<file path="config.mk">
export PLATFORM = sky130hd
export DESIGN_NAME = spindle_test_mode
export DESIGN_NICKNAME = d
export VERILOG_FILES = /design/src/design/spindle_test_pkg.sv /design/src/design/spindle_test_mode.sv /design/src/design/hall_synth.sv
export SDC_FILE = /design/constraint.sdc
export NUM_CORES = 1
export LEC_CHECK = 0
export BUFFER_PORTS_ARGS = -buffer_cell sky130_fd_sc_hd__buf_2
export CAP_MARGIN = 25
export CORE_MARGIN = 2
export CORE_UTILIZATION = 52
export DETAILED_ROUTE_END_ITERATION = 12
export PLACE_DENSITY_LB_ADDON = 0.1
export SYNTH_ARGS = -nofsm -noshare
export SYNTH_HDL_FRONTEND = slang
export SYNTH_SLANG_ARGS = --single-unit
</file>
<file path="constraint.sdc">
create_clock -name i_clock -period 2.4 [get_ports i_clock]
set_clock_uncertainty 0.05 [all_clocks]
set_input_delay 0.12 -clock i_clock [delete_from_list [all_inputs] [get_ports i_clock]]
set_output_delay 0.12 -clock i_clock [all_outputs]
set_load 0.02 [all_outputs]
</file>
<file path="src/design/spindle_test_pkg.sv">
// Shared constants and types for the spindle combo test and mode logic.
`default_nettype none
package spindle_test_pkg;

   localparam int CLOCK_FREQ_HZ   = 10_000_000;
   localparam int CLOCK_PERIOD_NS = 1_000_000_000 / CLOCK_FREQ_HZ;

   // Least time a comparator level must hold before it counts as a crossing.
   localparam int HALL_FILTER_NS     = 500;
   localparam int HALL_FILTER_CYCLES = (HALL_FILTER_NS + CLOCK_PERIOD_NS - 1) / CLOCK_PERIOD_NS;
   localparam int HALL_HALF_CYCLE_CROSSINGS = 3;

   localparam int ADDR_W = 4;
   localparam int DATA_W = 8;

   localparam logic [ADDR_W-1:0] CTRL_OFFSET   = 4'h0;
   localparam logic [ADDR_W-1:0] STATUS_OFFSET = 4'h1;

   localparam int CTRL_HALL_SEL_BIT = 0;
   localparam int CTRL_PRESCALE_BIT = 1;
   localparam int CTRL_BRAKE_BIT    = 2;
   localparam int CTRL_SPIN_EN_BIT  = 3;
   localparam int CTRL_VCM_EN_BIT   = 4;
   localparam logic [DATA_W-1:0] CTRL_RESET     = 8'h00;
   localparam logic [DATA_W-1:0] CTRL_USED_MASK = 8'h1F;
   localparam logic [DATA_W-1:0] DATA_ZERO      = 8'h00;

   localparam int STEP_W = 3;
   localparam logic [STEP_W-1:0] STEP_ZERO     = 3'h0;
   localparam logic [STEP_W-1:0] STEP_FLL      = 3'h1;
   localparam logic [STEP_W-1:0] STEP_MASK     = 3'h2;
   localparam logic [STEP_W-1:0] STEP_DELAY    = 3'h3;
   localparam logic [STEP_W-1:0] STEP_REFDIV   = 3'h4;
   localparam logic [STEP_W-1:0] STEP_BEMF     = 3'h5;
   localparam logic [STEP_W-1:0] STEP_VCM_A    = 3'h6;
   localparam logic [STEP_W-1:0] STEP_VCM_F    = 3'h7;
   localparam logic [STEP_W-1:0] STEP_ONE      = 3'h1;

   localparam int DIV_W      = 5;
   localparam int DIV16_BIT  = 3;
   localparam int DIV32_BIT  = 4;
   localparam logic [DIV_W-1:0] DIV_ONE = 5'h01;

   localparam logic [2:0] LOW_SIDE_ALL = 3'h7;
   localparam logic [2:0] LOW_SIDE_OFF = 3'h0;

   typedef enum logic [1:0] {
      MODE_NORMAL   = 2'b00,
      MODE_TRISTATE = 2'b01,
      MODE_MAPPING  = 2'b10,
      MODE_OBSERVE  = 2'b11
   } test_mode_t;

   typedef enum logic [1:0] {
      PWR_SLEEP   = 2'b00,
      PWR_IDLE    = 2'b01,
      PWR_INVALID = 2'b10,
      PWR_READY   = 2'b11
   } power_state_t;

   typedef enum logic [1:0] {
      BRK_OFF     = 2'b00,
      BRK_RETRACT = 2'b01,
      BRK_HOLD    = 2'b10
   } brake_state_t;

endpackage : spindle_test_pkg
`default_nettype wire

</file>
<file path="src/design/spindle_test_mode.sv">
// Test pin decode, observation stepping, braking and power states of the spindle combo.
//
// Summary of operation
// RULE1: Hall select zero: hall output follows filtered back-EMF crossings, in phase.
// RULE2: Hall select one: one hall period per electrical cycle, half high.
// RULE3: Brake command retracts the actuator first, then turns on all low-side drivers.
// RULE4: Test pin high, tri-state pin low selects continuity mapping mode.
// RULE5: Mapping routes read/write and load to data, clocks to hall, undervoltages to reset.
// RULE6: Test pin and tri-state pin both high select observation mode.
// RULE7: Each serial clock pulse from the tester advances the observation step.
// RULE8: Steps one to seven show FLL increment, mask, delay, divided clock, comparator, predrivers.
// RULE9: Step four shows reference clock over 16 or 32, per prescale bit.
// RULE10: Analog observation select follows the same step count as the digital one.
// RULE11: Tri-state pin alone high releases hall, reset and serial data outputs.
// RULE12: Both test pins low means no test mode and normal operation.
// RULE13: Power is ready with both enabled, idle with spindle only, sleep with none.
// RULE14: Spindle off with VCM on is invalid: low gain and automatic park.
// RULE15: Two inputs sharing a mapped output appear as their exclusive-OR.
// RULE16: Step count starts at one on observation entry and wraps seven to one.
`default_nettype none
module spindle_test_mode
   import spindle_test_pkg::*;
#(
   parameter int FILTER_CYCLES       = HALL_FILTER_CYCLES,
   parameter int HALF_CYCLE_CROSSING = HALL_HALF_CYCLE_CROSSINGS
) (
   input  wire logic              i_clock,
   input  wire logic              i_sys_rst,
   input  wire logic [ADDR_W-1:0] i_addr,
   input  wire logic [DATA_W-1:0] i_wr_data,
   input  wire logic              i_wr_strobe,
   input  wire logic              i_rd_strobe,
   output logic      [DATA_W-1:0] o_rd_data,
   input  wire logic              i_test_select,
   input  wire logic              i_tristate_select,
   input  wire logic              i_read_write,
   input  wire logic              i_serial_load,
   input  wire logic              i_serial_clock,
   input  wire logic              i_refclk_pin_level,
   input  wire logic              i_undervoltage_in_a,
   input  wire logic              i_undervoltage_in_b,
   input  wire logic              i_serial_data_out,
   input  wire logic              i_serial_data_drive,
   input  wire logic              i_reset_request,
   input  wire logic              i_bemf_raw,
   input  wire logic              i_fll_increment,
   input  wire logic              i_spindle_mask,
   input  wire logic              i_spindle_delay,
   input  wire logic              i_vcm_predriver_a,
   input  wire logic              i_vcm_predriver_f,
   input  wire logic              i_retract_done,
   output logic                   o_serial_data,
   output logic                   o_serial_data_oe_n,
   output logic                   o_hall_out,
   output logic                   o_hall_oe_n,
   output logic                   o_reset_out,
   output logic                   o_reset_oe_n,
   output logic                   o_digital_observe_out,
   output logic      [STEP_W-1:0] o_analog_observe_out,
   output logic      [2:0]        o_low_side_on,
   output logic                   o_retract_req,
   output logic                   o_park_req,
   output logic                   o_spindle_low_gain,
   output logic      [1:0]        o_power_state
);

   logic [DATA_W-1:0] ctrl_reg;
   test_mode_t        mode_reg;
   test_mode_t        prev_mode_reg;
   logic [STEP_W-1:0] step_reg;
   logic              sclk_d_reg;
   logic [DIV_W-1:0]  div_reg;
   brake_state_t      brake_state_reg;
   brake_state_t      brake_state_next;
   power_state_t      power_state;
   logic              hall_level;
   logic              sclk_pulse;
   logic              observe_entry;
   logic              refdiv_level;
   logic              observe_bit;
   logic              map_sdio_xor;
   logic              map_hall_xor;
   logic              map_reset_xor;
   logic [DATA_W-1:0] status_word;

   hall_synth #(
      .FILTER_CYCLES       (FILTER_CYCLES),
      .HALF_CYCLE_CROSSING (HALF_CYCLE_CROSSING)
   ) u_hall (
      .i_clock       (i_clock),
      .i_sys_rst     (i_sys_rst),
      .i_bemf_raw    (i_bemf_raw),
      .i_hall_select (ctrl_reg[CTRL_HALL_SEL_BIT]),
      .o_hall_level  (hall_level)
   );

   // Register port: control written by software, status reads back block state.
   always_ff @(posedge i_clock) begin
      if (i_sys_rst) begin
         ctrl_reg <= CTRL_RESET;
      end else if (i_wr_strobe && (i_addr == CTRL_OFFSET)) begin
         ctrl_reg <= i_wr_data & CTRL_USED_MASK;
      end
   end

   assign status_word = {brake_state_reg != BRK_OFF, step_reg, mode_reg, power_state};

   always_ff @(posedge i_clock) begin
      if (i_sys_rst) begin
         o_rd_data <= DATA_ZERO;
      end else if (i_rd_strobe && (i_addr == CTRL_OFFSET)) begin
         o_rd_data <= ctrl_reg;
      end else if (i_rd_strobe && (i_addr == STATUS_OFFSET)) begin
         o_rd_data <= status_word;
      end else begin
         o_rd_data <= DATA_ZERO;
      end
   end

   // Test pin decode; the pins are taken as synchronous and registered once.
   always_ff @(posedge i_clock) begin
      if (i_sys_rst) begin
         mode_reg      <= MODE_NORMAL;
         prev_mode_reg <= MODE_NORMAL;
      end else begin
         mode_reg      <= test_mode_t'({i_test_select, i_tristate_select}); // see RULE4 see RULE6 see RULE12
         prev_mode_reg <= mode_reg;
      end
   end

   // Observation stepping on rising serial clock edges.
   assign sclk_pulse    = i_serial_clock && !sclk_d_reg;
   assign observe_entry = (mode_reg == MODE_OBSERVE) && (prev_mode_reg != MODE_OBSERVE);

   always_ff @(posedge i_clock) begin
      if (i_sys_rst) begin
         sclk_d_reg <= 1'b0;
      end else begin
         sclk_d_reg <= i_serial_clock;
      end
   end

   // Entry wins over a coincident clock pulse so the tester always starts from step one.
   always_ff @(posedge i_clock) begin
      if (i_sys_rst) begin
         step_reg <= STEP_FLL;
      end else if (observe_entry) begin
         step_reg <= STEP_FLL; // see RULE16
      end else if ((mode_reg == MODE_OBSERVE) && sclk_pulse) begin
         if (step_reg == STEP_VCM_F) begin
            step_reg <= STEP_FLL; // see RULE16
         end else begin
            step_reg <= step_reg + STEP_ONE; // see RULE7
         end
      end
   end

   always_ff @(posedge i_clock) begin
      if (i_sys_rst) begin
         div_reg <= '0;
      end else begin
         div_reg <= div_reg + DIV_ONE;
      end
   end

   assign refdiv_level = ctrl_reg[CTRL_PRESCALE_BIT] ? div_reg[DIV32_BIT] : div_reg[DIV16_BIT]; // see RULE9

   always_comb begin
      case (step_reg)
         STEP_FLL:    observe_bit = i_fll_increment; // see RULE8
         STEP_MASK:   observe_bit = i_spindle_mask;
         STEP_DELAY:  observe_bit = i_spindle_delay;
         STEP_REFDIV: observe_bit = refdiv_level;
         STEP_BEMF:   observe_bit = i_bemf_raw;
         STEP_VCM_A:  observe_bit = i_vcm_predriver_a;
         STEP_VCM_F:  observe_bit = i_vcm_predriver_f;
         default:     observe_bit = 1'b0;
      endcase
   end

   always_ff @(posedge i_clock) begin
      if (i_sys_rst) begin
         o_digital_observe_out <= 1'b0;
         o_analog_observe_out  <= STEP_ZERO;
      end else if (mode_reg == MODE_OBSERVE) begin
         o_digital_observe_out <= observe_bit;
         o_analog_observe_out  <= step_reg; // see RULE10
      end else begin
         o_digital_observe_out <= 1'b0;
         o_analog_observe_out  <= STEP_ZERO;
      end
   end

   // Pin mapping: paired inputs are XORed so a single open joint still shows.
   assign map_sdio_xor  = i_read_write ^ i_serial_load; // see RULE15
   assign map_hall_xor  = i_serial_clock ^ i_refclk_pin_level; // see RULE15
   assign map_reset_xor = i_undervoltage_in_a ^ i_undervoltage_in_b; // see RULE15

   always_ff @(posedge i_clock) begin
      if (i_sys_rst) begin
         o_serial_data      <= 1'b0;
         o_serial_data_oe_n <= 1'b1;
         o_hall_out         <= 1'b0;
         o_hall_oe_n        <= 1'b0;
         o_reset_out        <= 1'b0;
         o_reset_oe_n       <= 1'b0;
      end else begin
         case (mode_reg)
            MODE_MAPPING: begin
               o_serial_data      <= map_sdio_xor; // see RULE5
               o_serial_data_oe_n <= 1'b0;
               o_hall_out         <= map_hall_xor;
               o_hall_oe_n        <= 1'b0;
               o_reset_out        <= map_reset_xor;
               o_reset_oe_n       <= 1'b0;
            end
            MODE_TRISTATE: begin
               o_serial_data      <= 1'b0; // see RULE11
               o_serial_data_oe_n <= 1'b1;
               o_hall_out         <= 1'b0;
               o_hall_oe_n        <= 1'b1;
               o_reset_out        <= 1'b0;
               o_reset_oe_n       <= 1'b1;
            end
            default: begin
               o_serial_data      <= i_serial_data_out; // see RULE12
               o_serial_data_oe_n <= !i_serial_data_drive;
               o_hall_out         <= hall_level;
               o_hall_oe_n        <= 1'b0;
               o_reset_out        <= i_reset_request;
               o_reset_oe_n       <= 1'b0;
            end
         endcase
      end
   end

   // Braking: the heads must be off the platter before the spindle is shorted.
   always_comb begin
      case (brake_state_reg)
         BRK_OFF:     brake_state_next = ctrl_reg[CTRL_BRAKE_BIT] ? BRK_RETRACT : BRK_OFF;
         BRK_RETRACT: brake_state_next = i_retract_done ? BRK_HOLD : BRK_RETRACT; // see RULE3
         BRK_HOLD:    brake_state_next = ctrl_reg[CTRL_BRAKE_BIT] ? BRK_HOLD : BRK_OFF;
         default:     brake_state_next = BRK_OFF;
      endcase
   end

   always_ff @(posedge i_clock) begin
      if (i_sys_rst) begin
         brake_state_reg <= BRK_OFF;
      end else begin
         brake_state_reg <= brake_state_next;
      end
   end

   always_ff @(posedge i_clock) begin
      if (i_sys_rst) begin
         o_low_side_on <= LOW_SIDE_OFF;
         o_retract_req <= 1'b0;
      end else begin
         o_low_side_on <= (brake_state_reg == BRK_HOLD) ? LOW_SIDE_ALL : LOW_SIDE_OFF; // see RULE3
         o_retract_req <= (brake_state_reg == BRK_RETRACT);
      end
   end

   // Power state from the two enables.
   assign power_state = power_state_t'({ctrl_reg[CTRL_VCM_EN_BIT] ^ ctrl_reg[CTRL_SPIN_EN_BIT] ?
                        ctrl_reg[CTRL_VCM_EN_BIT] : ctrl_reg[CTRL_SPIN_EN_BIT], ctrl_reg[CTRL_SPIN_EN_BIT]});

   always_ff @(posedge i_clock) begin
      if (i_sys_rst) begin
         o_power_state      <= PWR_SLEEP;
         o_park_req         <= 1'b0;
         o_spindle_low_gain <= 1'b0;
      end else begin
         o_power_state      <= power_state; // see RULE13
         o_park_req         <= (power_state == PWR_INVALID); // see RULE14
         o_spindle_low_gain <= (power_state == PWR_INVALID);
      end
   end

   a_mapping_data_xor: // see RULE5
   assert property (@(posedge i_clock) disable iff (i_sys_rst)
      (mode_reg == MODE_MAPPING) |=> (o_serial_data == $past(map_sdio_xor)) && !o_serial_data_oe_n
         && (o_reset_out == $past(map_reset_xor)) && (o_hall_out == $past(map_hall_xor)))
      else $error("mapping outputs do not carry the XOR of their inputs");

   a_tristate_released: // see RULE11
   assert property (@(posedge i_clock) disable iff (i_sys_rst)
      (i_test_select == 1'b0) && i_tristate_select ##1 (mode_reg == MODE_TRISTATE)
         |=> o_hall_oe_n && o_reset_oe_n && o_serial_data_oe_n)
      else $error("tri-state mode left a digital output driven");

   a_observe_entry_step: // see RULE16
   assert property (@(posedge i_clock) disable iff (i_sys_rst)
      observe_entry |=> (step_reg == STEP_FLL))
      else $error("observation entry did not restart at step one");

   a_step_wrap_seven: // see RULE16
   assert property (@(posedge i_clock) disable iff (i_sys_rst)
      (mode_reg == MODE_OBSERVE) && !observe_entry && sclk_pulse && (step_reg == STEP_VCM_F)
         |=> (step_reg == STEP_FLL))
      else $error("step count did not wrap from seven to one");

   a_step_advance_pulse: // see RULE7
   assert property (@(posedge i_clock) disable iff (i_sys_rst)
      (mode_reg == MODE_OBSERVE) && !observe_entry && sclk_pulse && (step_reg != STEP_VCM_F)
         |=> (step_reg == $past(step_reg) + STEP_ONE))
      else $error("serial clock pulse did not advance the step");

   a_analog_lockstep: // see RULE10
   assert property (@(posedge i_clock) disable iff (i_sys_rst)
      (mode_reg == MODE_OBSERVE) |=> (o_analog_observe_out == $past(step_reg)))
      else $error("analog select out of step with digital select");

   a_refdiv_step_four: // see RULE9
   assert property (@(posedge i_clock) disable iff (i_sys_rst)
      (mode_reg == MODE_OBSERVE) && (step_reg == STEP_REFDIV) |=> (o_digital_observe_out == $past(refdiv_level)))
      else $error("step four does not show the divided reference clock");

   a_brake_after_retract: // see RULE3
   assert property (@(posedge i_clock) disable iff (i_sys_rst)
      (brake_state_reg == BRK_RETRACT) && i_retract_done
         |=> ##1 (o_low_side_on == LOW_SIDE_ALL) && !o_retract_req)
      else $error("low-side drivers not on after retract completed");

   a_brake_waits_retract: // see RULE3
   assert property (@(posedge i_clock) disable iff (i_sys_rst)
      (brake_state_reg == BRK_RETRACT) |=> o_retract_req && (o_low_side_on == LOW_SIDE_OFF))
      else $error("low-side drivers on before retract finished");

   a_invalid_parks: // see RULE14
   assert property (@(posedge i_clock) disable iff (i_sys_rst)
      !ctrl_reg[CTRL_SPIN_EN_BIT] && ctrl_reg[CTRL_VCM_EN_BIT]
         |=> o_park_req && o_spindle_low_gain && (o_power_state == PWR_INVALID))
      else $error("invalid enable pair did not park with low gain");

   a_power_ready_idle: // see RULE13
   assert property (@(posedge i_clock) disable iff (i_sys_rst)
      ctrl_reg[CTRL_SPIN_EN_BIT] |=> (o_power_state == ($past(ctrl_reg[CTRL_VCM_EN_BIT]) ? PWR_READY : PWR_IDLE))
         && !o_park_req)
      else $error("power state wrong with spindle enabled");

endmodule : spindle_test_mode
`default_nettype wire

</file>
<file path="src/design/hall_synth.sv">
// Synthesized hall waveform from the filtered back-EMF comparator.
`default_nettype none
module hall_synth
   import spindle_test_pkg::*;
#(
   parameter int FILTER_CYCLES       = HALL_FILTER_CYCLES,
   parameter int HALF_CYCLE_CROSSING = HALL_HALF_CYCLE_CROSSINGS
) (
   input  wire logic i_clock,
   input  wire logic i_sys_rst,
   input  wire logic i_bemf_raw,
   input  wire logic i_hall_select,
   output logic      o_hall_level
);

   logic [7:0] filt_cnt_reg;
   logic       filt_reg;
   logic [3:0] cross_cnt_reg;
   logic       ecycle_reg;
   logic       crossing;

   // A level must hold for the whole filter time; shorter glitches never reach the pin.
   assign crossing = (i_bemf_raw != filt_reg) && (filt_cnt_reg == 8'(FILTER_CYCLES - 1));

   always_ff @(posedge i_clock) begin
      if (i_sys_rst) begin
         filt_cnt_reg <= 8'h00;
         filt_reg     <= 1'b0;
      end else if (crossing) begin // see RULE1
         filt_cnt_reg <= 8'h00;
         filt_reg     <= i_bemf_raw;
      end else if (i_bemf_raw != filt_reg) begin
         filt_cnt_reg <= filt_cnt_reg + 8'h01;
      end else begin
         filt_cnt_reg <= 8'h00;
      end
   end

   // Equal spacing of crossings is assumed; the duty cycle is as even as the motor is.
   always_ff @(posedge i_clock) begin
      if (i_sys_rst) begin
         cross_cnt_reg <= 4'h0;
         ecycle_reg    <= 1'b0;
      end else if (crossing) begin
         if (cross_cnt_reg == 4'(HALF_CYCLE_CROSSING - 1)) begin // see RULE2
            cross_cnt_reg <= 4'h0;
            ecycle_reg    <= ~ecycle_reg;
         end else begin
            cross_cnt_reg <= cross_cnt_reg + 4'h1;
         end
      end
   end

   always_ff @(posedge i_clock) begin
      if (i_sys_rst) begin
         o_hall_level <= 1'b0;
      end else begin
         o_hall_level <= i_hall_select ? ecycle_reg : filt_reg; // see RULE1 see RULE2
      end
   end

endmodule : hall_synth
`default_nettype wire

</file>
==> results of run 1 <==
## power groups by stage
stage | combinational, mW | clock (mW) | sequential (mW)
floorplan | 0.0692 | 0 | 1.00
global placement | 0.123 | 0 | 0.998
detailed placement | 0.124 | 0 | 0.998
CTS | 0.138 | 1.03 | 0.977
global route | 0.155 | 1.07 | 0.979
finish | 0.137 | 1.01 | 0.977
## cell usage after synthesis (all sizes together), types with 2 or more instances
cell	instances
dfxtp	57
nand2	9
a22o	2
a21oi	10
nor4	2
mux2i	6
o21ai	10
nor4b	2
clkbuf	4
o21bai	2
a211oi	2
or3	3
nor3b	4
nor2	26
mux2	5
and2	3
and3	3
nor3	4
o31ai	2
xor2	7
buf	5
nand4	2
ha	12
a22oi	4
nor2b	15
nand3b	2
inv	9
xnor2	3
nand3	14
## worst reg2reg max path, cell delays in order, from the launching register on
cell     delay (ns)
dfxtp_1        0.34
inv_1          0.07
ha_1           0.14
or3b_2         0.50
nor3_1         0.31
mux2_2         0.37
## area by class of cell
type	count	area, um2	area share [%]
sequential	57	1140	38.5
inverter	9	33.8	1.14
tap	52	65.1	2.19
clock inverter	5	77.6	2.61
clock buffer	11	151	5.10
multi-input combinational	167	1120	37.7
timing repair buffer	66	378	12.7
## layer usage
layer  track usage [%]  vias to the layer above  share of wire, %
met5                 0                        -                 0
met4              11.1                        0               1.5
met3              4.84                        7               3.7
met2              29.0                       41                45
met1              25.4                      832                50
li1                  -                      978                 -
## path summary, 6_finish.rpt
kind                                                   startpoint                                   end  slack, ns  cells after the start
worst max-delay path            u_hall.filt_cnt_reg[0]$_SDFF_PP0_  u_hall.cross_cnt_reg[0]$_SDFFE_PP0P_       0.51                      5
worst min-delay path                              i_reset_request                o_reset_out$_SDFF_PP0_      0.008                      3
worst max register to register  u_hall.filt_cnt_reg[0]$_SDFF_PP0_  u_hall.cross_cnt_reg[0]$_SDFFE_PP0P_       0.51                      5
worst min register to register              div_reg[0]$_SDFF_PP0_                 div_reg[0]$_SDFF_PP0_       0.39                      1
## cells by family after synthesis
kind of cell | synth area share, %
AND/OR/NAND/NOR | 21.5
multiplexers | 4.97
XOR/XNOR | 3.74
AO/OA/AOI/OAI | 11.2
flip-flops | 48.7
adder cells (fa/ha/maj) | 6.41
buffers and inverters | 3.52
## stage by stage
stage	cell area, um2	utilization [%]	worst slack [ns]	hold WS [ns]
final	2970	68.1	0.507	0.00808
after global routing	2970	68.1	0.369	0.0263
after CTS	2970	68.1	0.488	0.000743
after detailed placement	2650	60.8	0.500	0.291
after global placement	2650	60.8	0.504	0.280
after floorplan	2340	-	0.601	0.187
## timing repair
action | CTS | global route
hold buffers | 9 | 0
gates resized for setup | 0 | 0
hold endpoints to repair | 10 | 0
==> impl_metrics.py, run 1 <==
metrics = {
    "run_status": {
        "outcome": "complete, no violations",
    },
    "detailed_routing": {
        "vias": 1858,
        "drtIter0Drc": 103,
        "avgViaCountPerCell": 5.06,
        "firstDrtPassIters": 4,
        "drc": 0,
        "wl_mm": 4.53,
        "ant_nets": 0,
        "wl_per_cell_um": 12.3,
    },
    "sta": {
        "maxSlewViolCount": 0,
        "timing.fmax_mhz": 528,
        "worstMarginPinSlew_ns": 0.623,
        "layout_min_cycle_time_ns": 1.89,
        "timing.slew.headroom_pct": 57.9,
        "period_share_pct": 78.9,
        "setup-tns-final_ns": 0,
        "hold_viol": 0,
        "rsz0062_at_grt": "no",
        "finalSetupViolCount": 0,
    },
    "cells_and_area": {
        "final_common_cell": "dfxtp_1",
        "nets": 356,
        "fillers": 363,
        "stdcell_count": 367,
        "final_cell_mix": "dfxtp_1 (57), buf_2 (56), nor2_1 (26)",
        "diodes": 0,
        "area_growth_pct": 26.6,
        "drive_gt1_share_pct": 24.8,
    },
    "pwr": {
        "p_int_mw": 1.67,
        "comb_power_share_pct": 6.4,
        "swShare_pct": 21.7,
        "ir_drop_mv": 0.415,
        "power_density_nw_per_um2": 717,
        "clock_power_share_pct": 47.6,
        "p_sw_mw": 0.461,
        "total_leakage_power_nw": 1.32,
        "power_mw": 2.13,
        "power.share.sequential_pct": 45.9,
    },
    "global_routing": {
        "grt_max_degree": 39,
        "overflow": 0,
        "grt_pass1_vias": 1670,
        "grt_first_pass_wirelength_mm": 7.52,
        "grt_use_total_pct": 19.3,
        "antenna_found_initial": 0,
    },
    "worst_setup_path": {
        "crit_path_max_fanout": 5,
        "cpMaxStageDelayCell": "or3b_2",
        "crit_path_max_incr_delay_ns": 0.50,
        "cp-start-kind": "flip-flop",
        "critPathArrivalTime_ns": 2.06,
        "path_buf_inv": 1,
        "crit_path_end_kind": "flip-flop",
        "cpLargestDelayFamily": "simple AND/OR/NAND/NOR gates",
        "path_cells": "inv_1 > ha_1 > or3b_2 > nor3_1 > mux2_2",
        "cp.required_ns": 2.57,
        "crit_type": "flip-flop to flip-flop",
    },
    "placed_design": {
        "hpwl_mm": 3.20,
        "portBuffers": 56,
        "placed_cells": 342,
        "globalplace.congestion": 0.762,
    },
    "floorplanning": {
        "initial_utilization_pct": 53.8,
        "ioPinCount": 60,
        "die_height_um": 71.1,
        "core_area_um2": 4350,
        "die_w_um": 71.1,
        "dieArea_um2": 5060,
        "rows": 24,
    },
    "logic_synthesis": {
        "synthTopCellsByArea": "dfxtp_1 (49%), ha_1 (6.4%), nor2_1 (4.2%)",
        "syn-num-nets": 288,
        "synth_cell_types": 44,
        "synth_edf_count": 0,
        "ys.warnings.count": 0,
        "syn_area_um2": 2340,
        "ys_seq_area_share_pct": 48.7,
        "ys_async_sr_fraction_pct": 0,
        "ys_ff_latch": 57,
        "synth_flop_cell": "dfxtp_1",
        "postSynthCellCount": 242,
        "synth_top_cell_by_area": "dfxtp_1",
        "synth.top_cell.area_share_pct": 48.7,
        "synth.avg_cell_area_um2": 9.68,
    },
    "cts": {
        "htreeDepth": 3,
        "clk_pin_slew_ns": 0.06,
        "clock_path_buffers": 2,
        "cts.sinks": 57,
        "cts-buffers-inserted": 9,
        "clock_tree.root_cell": "clkbuf_8",
        "clk-insertion-delay-late_ns": 0.33,
        "cts_tree": "yes",
        "cts_setup_buffers": 0,
    },
    "worst_hold_path": {
        "hold_class": "input pin to flip-flop",
    },
    "flow_run": {
        "max_cap_violations": 0,
    },
}
(Power assumes the default switching activity.)
==> inputs of run 2 (changes only) <==
Settings changed: ABC_AREA from default to 1.
Clock period 2.4 ns to 2 ns, I/O delays scaled along.
==> run 2 against run 1 <==
  * Wire length fell by 1.6%
  * Largest cell class unchanged
  * Critical path type unchanged
  * Largest power group is now sequential cells
  * Critical endpoint is now o_reset_out$_SDFF_PP0_
  * Via count is 4.5% higher
  * Combinational power is 12% higher
==> impl_metrics.py, run 2 <==
metrics = {
    "worst_setup_path": {
        "cp-start-kind": "flip-flop",
        "crit_end": "o_reset_out$_SDFF_PP0_",
        "rrSetupSlack_ns": 0.17,
        "timing.rr.end": "o_reset_out$_SDFF_PP0_",
        "crit_path_max_fanout": 5,
        "crit_path_max_incr_delay_ns": 0.56,
        "cp.required_ns": 2.22,
        "path_cells": "inv_1 > ha_1 > nor2_2 > nand3_1 > a21oi_1 > dlygate4sd3_1",
        "reg2reg_depth": 6,
        "critPathArrivalTime_ns": 2.06,
        "cpMaxStageDelayCell": "dlygate4sd3_1",
        "crit_type": "flip-flop to flip-flop",
        "crit_path_start": "mode_reg[0]$_SDFF_PP0_",
        "crit_path_end_kind": "flip-flop",
        "r2r-start": "mode_reg[0]$_SDFF_PP0_",
    },
    "logic_synthesis": {
        "synth.avg_cell_area_um2": 8.01,
        "synth_top_cell_by_area": "dfxtp_1",
        "syn_area_um2": 2330,
        "synth_flop_cell": "dfxtp_1",
        "postSynthCellCount": 291,
        "synth_edf_count": 0,
        "synthTopCellsByArea": "dfxtp_1 (49%), nor2_1 (8.0%), inv_1 (6.9%)",
        "ys_top_cells_by_count": "dfxtp_1 (57), nor2_1 (50), inv_1 (43), nand2_1 (36), nand3_1 (23)",
        "yosysMostFrequentCell": "dfxtp_1",
        "synth.top_cell.area_share_pct": 48.9,
        "ys_async_sr_fraction_pct": 0,
        "ys.warnings.count": 0,
        "synth_cell_types": 26,
        "ys_seq_area_share_pct": 48.9,
        "ys_ff_latch": 57,
        "syn-num-nets": 337,
    },
    "sta": {
        "finalSetupViolCount": 0,
        "setup-tns-final_ns": 0,
        "layout_min_cycle_time_ns": 1.83,
        "worstMarginPinSlew_ns": 0.448,
        "worst_slack_ns": 0.167,
        "hold_viol": 0,
        "rsz0062_at_grt": "no",
        "maxSlewViolCount": 0,
        "timing.slew.headroom_pct": 70.1,
        "timing.fmax_mhz": 546,
        "period_share_pct": 91.6,
    },
    "pwr": {
        "total_leakage_power_nw": 1.38,
        "ir_drop_mv": 0.436,
        "power_density_nw_per_um2": 765,
    },
    "placed_design": {
        "placed_cells": 392,
        "dpl-instance-area_um2": 2630,
        "dp_slack_ns": 0.641,
        "globalplace.congestion": 0.800,
        "hpwl_mm": 3.19,
        "portBuffers": 56,
    },
    "detailed_routing": {
        "drc": 0,
        "firstDrtPassIters": 4,
        "wl_mm": 4.45,
        "drtIter0Drc": 90,
        "vias": 1942,
        "ant_nets": 0,
        "avgViaCountPerCell": 4.69,
        "wl_per_cell_um": 10.8,
    },
    "global_routing": {
        "grt_pass1_vias": 1827,
        "grt_first_pass_wirelength_mm": 7.69,
        "grt_max_degree": 23,
        "overflow": 0,
        "grt_use_total_pct": 20.0,
        "antenna_found_initial": 0,
    },
    "cts": {
        "cts_tree": "yes",
        "cts.sinks": 57,
        "htreeDepth": 3,
        "cts_setup_buffers": 0,
        "cts-buffers-inserted": 9,
        "clock_tree.root_cell": "clkbuf_8",
        "clk-insertion-delay-late_ns": 0.33,
        "clk_pin_slew_ns": 0.06,
        "clock_path_buffers": 2,
    },
    "cells_and_area": {
        "diodes": 0,
        "area_growth_pct": 24.0,
        "nets": 407,
        "drive_gt1_share_pct": 22.1,
        "fin_area_um2": 2890,
        "final_common_cell": "dfxtp_1",
        "stdcell_count": 414,
        "final_cell_mix": "dfxtp_1 (57), buf_2 (56), nor2_1 (49)",
    },
    "floorplanning": {
        "ioPinCount": 60,
        "die_height_um": 71.0,
        "core_area_um2": 4320,
        "die_w_um": 71.0,
        "dieArea_um2": 5040,
        "rows": 24,
        "initial_utilization_pct": 53.9,
    },
    "run_status": {
        "outcome": "complete, no violations",
    },
    "flow_run": {
        "max_cap_violations": 0,
    },
    "worst_hold_path": {
        "hold_class": "input pin to flip-flop",
        "hold_depth": 3,
    },
}
-- run 2: changes by cell type in the layout (fill, tap and decap cells not counted), moves of 7 or more --
cell	change
inv_1	+34
nand2_1	+27
nor2_1	+23
nor2b_1	-15
nand3_1	+9
o21ai_0	+7
-- run 2: report_power, final --
| part | switching [mW] | internal [mW] |
|---|---|---|
| combinational | 0.0845 | 0.0688 |
| sequential | 0.0130 | 1.16 |
| clock | 0.398 | 0.486 |
-- run 2: metrics by stage --
stage,util (%),hold slack (ns),power (mW)
final,66.9,0.0170,2.21
after global routing,66.9,0.0121,2.31
after CTS,66.8,0.00420,2.24
after detailed placement,60.9,0.245,1.33
after global placement,60.9,0.237,1.33
after floorplan,-,0.133,1.28
-- run 2: repair_timing --
action,CTS,global route
resized for setup,0,1
hold endpoints to repair,10,0
hold buffers,10,0
setup endpoints to repair,0,1
-- run 2: logic make-up (layout without fill, tap and decap cells) --
logic type	count (synthesis)	in the layout	synth area share, %
compound gates	38	38	8.96
xor+xnor	6	6	2.25
fa+ha+maj	12	12	6.44
buf+inv	53	124	9.33
flops	57	57	48.9
simple gates	125	125	24.1
-- run 2: routing by layer --
metal  GRT usage [%]  wire [um]  vias to the layer above
li1                -          -                     1058
met1            23.6       2030                      840
met5               0          0                        -
met4            7.97         55                        0
met3            8.55        214                        4
met2            32.2       2150                       40
-- run 2: worst min path at each step --
stage                              startpoint                             to  slack, ns
final                            i_wr_data[2]       ctrl_reg[2]$_SDFFE_PP0P_       0.02
after floorplan                     i_sys_rst    o_power_state[1]$_SDFF_PP0_       0.13
after global placement    i_serial_data_drive  o_serial_data_oe_n$_SDFF_PP1_       0.24
after detailed placement  i_serial_data_drive  o_serial_data_oe_n$_SDFF_PP1_       0.25
after global routing             i_wr_data[0]       ctrl_reg[0]$_SDFFE_PP0P_       0.01
after CTS                        i_wr_data[2]       ctrl_reg[2]$_SDFFE_PP0P_      0.004
-- run 2: final cells by class --
cell class	count	area [um2]
Clock inverter	1	5.00
Multi-Input combinational cell	181	976
Fill cell	368	1430
Timing Repair Buffer	66	380
Tap cell	52	65.1
Clock buffer	11	151
Inverter	46	173
Sequential cell	57	1140
-- run 2: critical path, delay by kind of cell, from the launching register on --
family                   cells  cell delay (ns)
flip-flops                   1             0.36
AND/OR/NAND/NOR              2             0.27
adder cells (fa/ha/maj)      1             0.35
buffers and inverters        2             0.63
AO/OA/AOI/OAI                1             0.13
==> inputs of run 3 (changes only) <==
Settings changed: ABC_AREA 1 to 0.
==> run 3 against run 2 <==
  * Power rose by 19%
  * Via count is 0.82% lower
  * Setup slack lost 0.11 ns
  * Wire length increased by 8.8%
  * Combinational power grew 14%
  * Maximum frequency is 5.8% lower
  * Utilization grew 3.0 points
  * Sequential cell count unchanged
  * First-iteration DRC count is 24% higher
  * Non-clock buffer count is 6 higher
  * Die area is 0.45% higher
  * Sequential share of layout area fell by 1.9 points
==> impl_metrics.py, run 3 (same netlist as run 1, synthesis figures left out) <==
metrics = {
    "worst_setup_path": {
        "cpMaxStageDelayCell": "or3b_2",
        "crit_path_max_incr_delay_ns": 0.51,
        "cp-start-kind": "flip-flop",
        "rrSetupSlack_ns": 0.05,
        "path_cells": "inv_1 > ha_1 > or3b_2 > nor4_2 > mux2_1",
        "crit_path_start": "u_hall.filt_cnt_reg[0]$_SDFF_PP0_",
        "crit_path_end_kind": "flip-flop",
        "crit_type": "flip-flop to flip-flop",
        "r2r-start": "u_hall.filt_cnt_reg[0]$_SDFF_PP0_",
        "crit_path_max_fanout": 5,
        "crit_end": "u_hall.cross_cnt_reg[2]$_SDFFE_PP0P_",
        "critPathArrivalTime_ns": 2.11,
        "timing.rr.end": "u_hall.cross_cnt_reg[2]$_SDFFE_PP0P_",
        "reg2reg_depth": 5,
        "cp.required_ns": 2.17,
    },
    "cells_and_area": {
        "final_common_cell": "dfxtp_1",
        "nets": 362,
        "drive_gt1_share_pct": 26.2,
        "final_cell_mix": "dfxtp_1 (57), buf_2 (56), nor2_1 (26)",
        "fin_util_pct": 69.9,
        "diodes": 0,
        "area_growth_pct": 29.8,
        "fin_area_um2": 3040,
    },
    "pwr": {
        "ir_drop_mv": 0.663,
        "total_leakage_power_nw": 1.35,
        "power_density_nw_per_um2": 866,
        "power_mw": 2.63,
    },
    "global_routing": {
        "grt_use_total_pct": 20.8,
        "antenna_found_initial": 0,
        "overflow": 0,
        "grt_max_degree": 27,
        "grt_pass1_vias": 1887,
        "grt_first_pass_wirelength_mm": 8.11,
    },
    "sta": {
        "setup-tns-final_ns": 0,
        "timing.fmax_mhz": 514,
        "hold_viol": 0,
        "worst_slack_ns": 0.0540,
        "finalSetupViolCount": 0,
        "timing.slew.headroom_pct": 57.6,
        "period_share_pct": 97.3,
        "rsz0062_at_grt": "yes",
        "maxSlewViolCount": 0,
        "layout_min_cycle_time_ns": 1.95,
        "worstMarginPinSlew_ns": 0.632,
    },
    "placed_design": {
        "dpl-instance-area_um2": 2680,
        "globalplace.congestion": 0.825,
        "hpwl_mm": 3.37,
        "dp_slack_ns": 0.100,
        "portBuffers": 56,
    },
    "detailed_routing": {
        "vias": 1926,
        "wl_mm": 4.85,
        "drc": 0,
        "ant_nets": 0,
        "drtIter0Drc": 112,
        "firstDrtPassIters": 4,
        "avgViaCountPerCell": 5.16,
        "wl_per_cell_um": 13.0,
    },
    "cts": {
        "clock_path_buffers": 2,
        "clk_pin_slew_ns": 0.07,
        "cts-buffers-inserted": 9,
        "clock_tree.root_cell": "clkbuf_8",
        "htreeDepth": 3,
        "clk-insertion-delay-late_ns": 0.33,
        "cts_tree": "yes",
        "cts.sinks": 57,
    },
    "floorplanning": {
        "core_area_um2": 4350,
        "ioPinCount": 60,
        "initial_utilization_pct": 53.8,
        "die_height_um": 71.1,
        "die_w_um": 71.1,
        "dieArea_um2": 5060,
        "rows": 24,
    },
    "run_status": {
        "outcome": "complete, no violations",
    },
    "flow_run": {
        "max_cap_violations": 0,
    },
    "worst_hold_path": {
        "hold_class": "input pin to flip-flop",
    },
}
==> run 3: worst min-delay path by stage <==
stage | from | end | slack (ns) | cells past startpoint
5_1_grt | i_serial_clock | sclk_d_reg$_SDFF_PP0_ | 0.02 | 2
3_5_place_dp | i_tristate_select | mode_reg[0]$_SDFF_PP0_ | 0.27 | 2
2_1_floorplan | i_retract_done | brake_state_reg[0]$_SDFF_PP0_ | 0.17 | 1
6_report | i_bemf_raw | u_hall.filt_reg$_SDFFE_PP0P_ | 0.02 | 3
3_3_place_gp | i_test_select | mode_reg[1]$_SDFF_PP0_ | 0.26 | 2
4_1_cts | i_serial_clock | sclk_d_reg$_SDFF_PP0_ | 0.005 | 2
==> run 3: layout make-up <==
class	instances	area [um2]
clock buffer	9	124
clock inverter	7	119
fill	363	1310
inverter	9	33.8
multi-input combinational	167	1130
sequential	57	1140
tap	52	65.1
timing repair buffer	72	428
==> run 3: what timing repair did <==
action | 4_1_cts | 5_1_grt
endpoints found under the setup margin | 0 | 3
hold buffers | 11 | 0
gates resized for setup | 0 | 2
hold endpoints to repair | 12 | 0
buffers inserted | 0 | 0
==> run 3: report_power, final <==
part | internal, mW | total (mW) | switching [mW]
Sequential | 1.16 | 1.17 | 0.0149
Clock | 0.826 | 1.29 | 0.461
Combinational | 0.0845 | 0.175 | 0.0904
==> run 3: critical path: cells and delay by family (launching register included) <==
kind / cells / cell delay (ns)
simple gates: 2 / 0.87
mux: 1 / 0.36
flops: 1 / 0.34
buf+inv: 1 / 0.07
fa+ha+maj: 1 / 0.14
==> run 3: per-stage QoR <==
step,instances,hold WS [ns]
2_1_floorplan,242,0.167
3_3_place_gp,346,0.263
3_5_place_dp,346,0.270
4_1_cts,373,0.00487
5_1_grt,373,0.0180
6_report,373,0.0167
==> run 3: routing by layer <==
layer	routed length, um	vias up	GRT usage, %
met2	2320	52	33.6
li1	-	988	-
met1	2200	876	25.0
met3	189	10	4.70
met5	0	-	0
met4	142	0	12.8
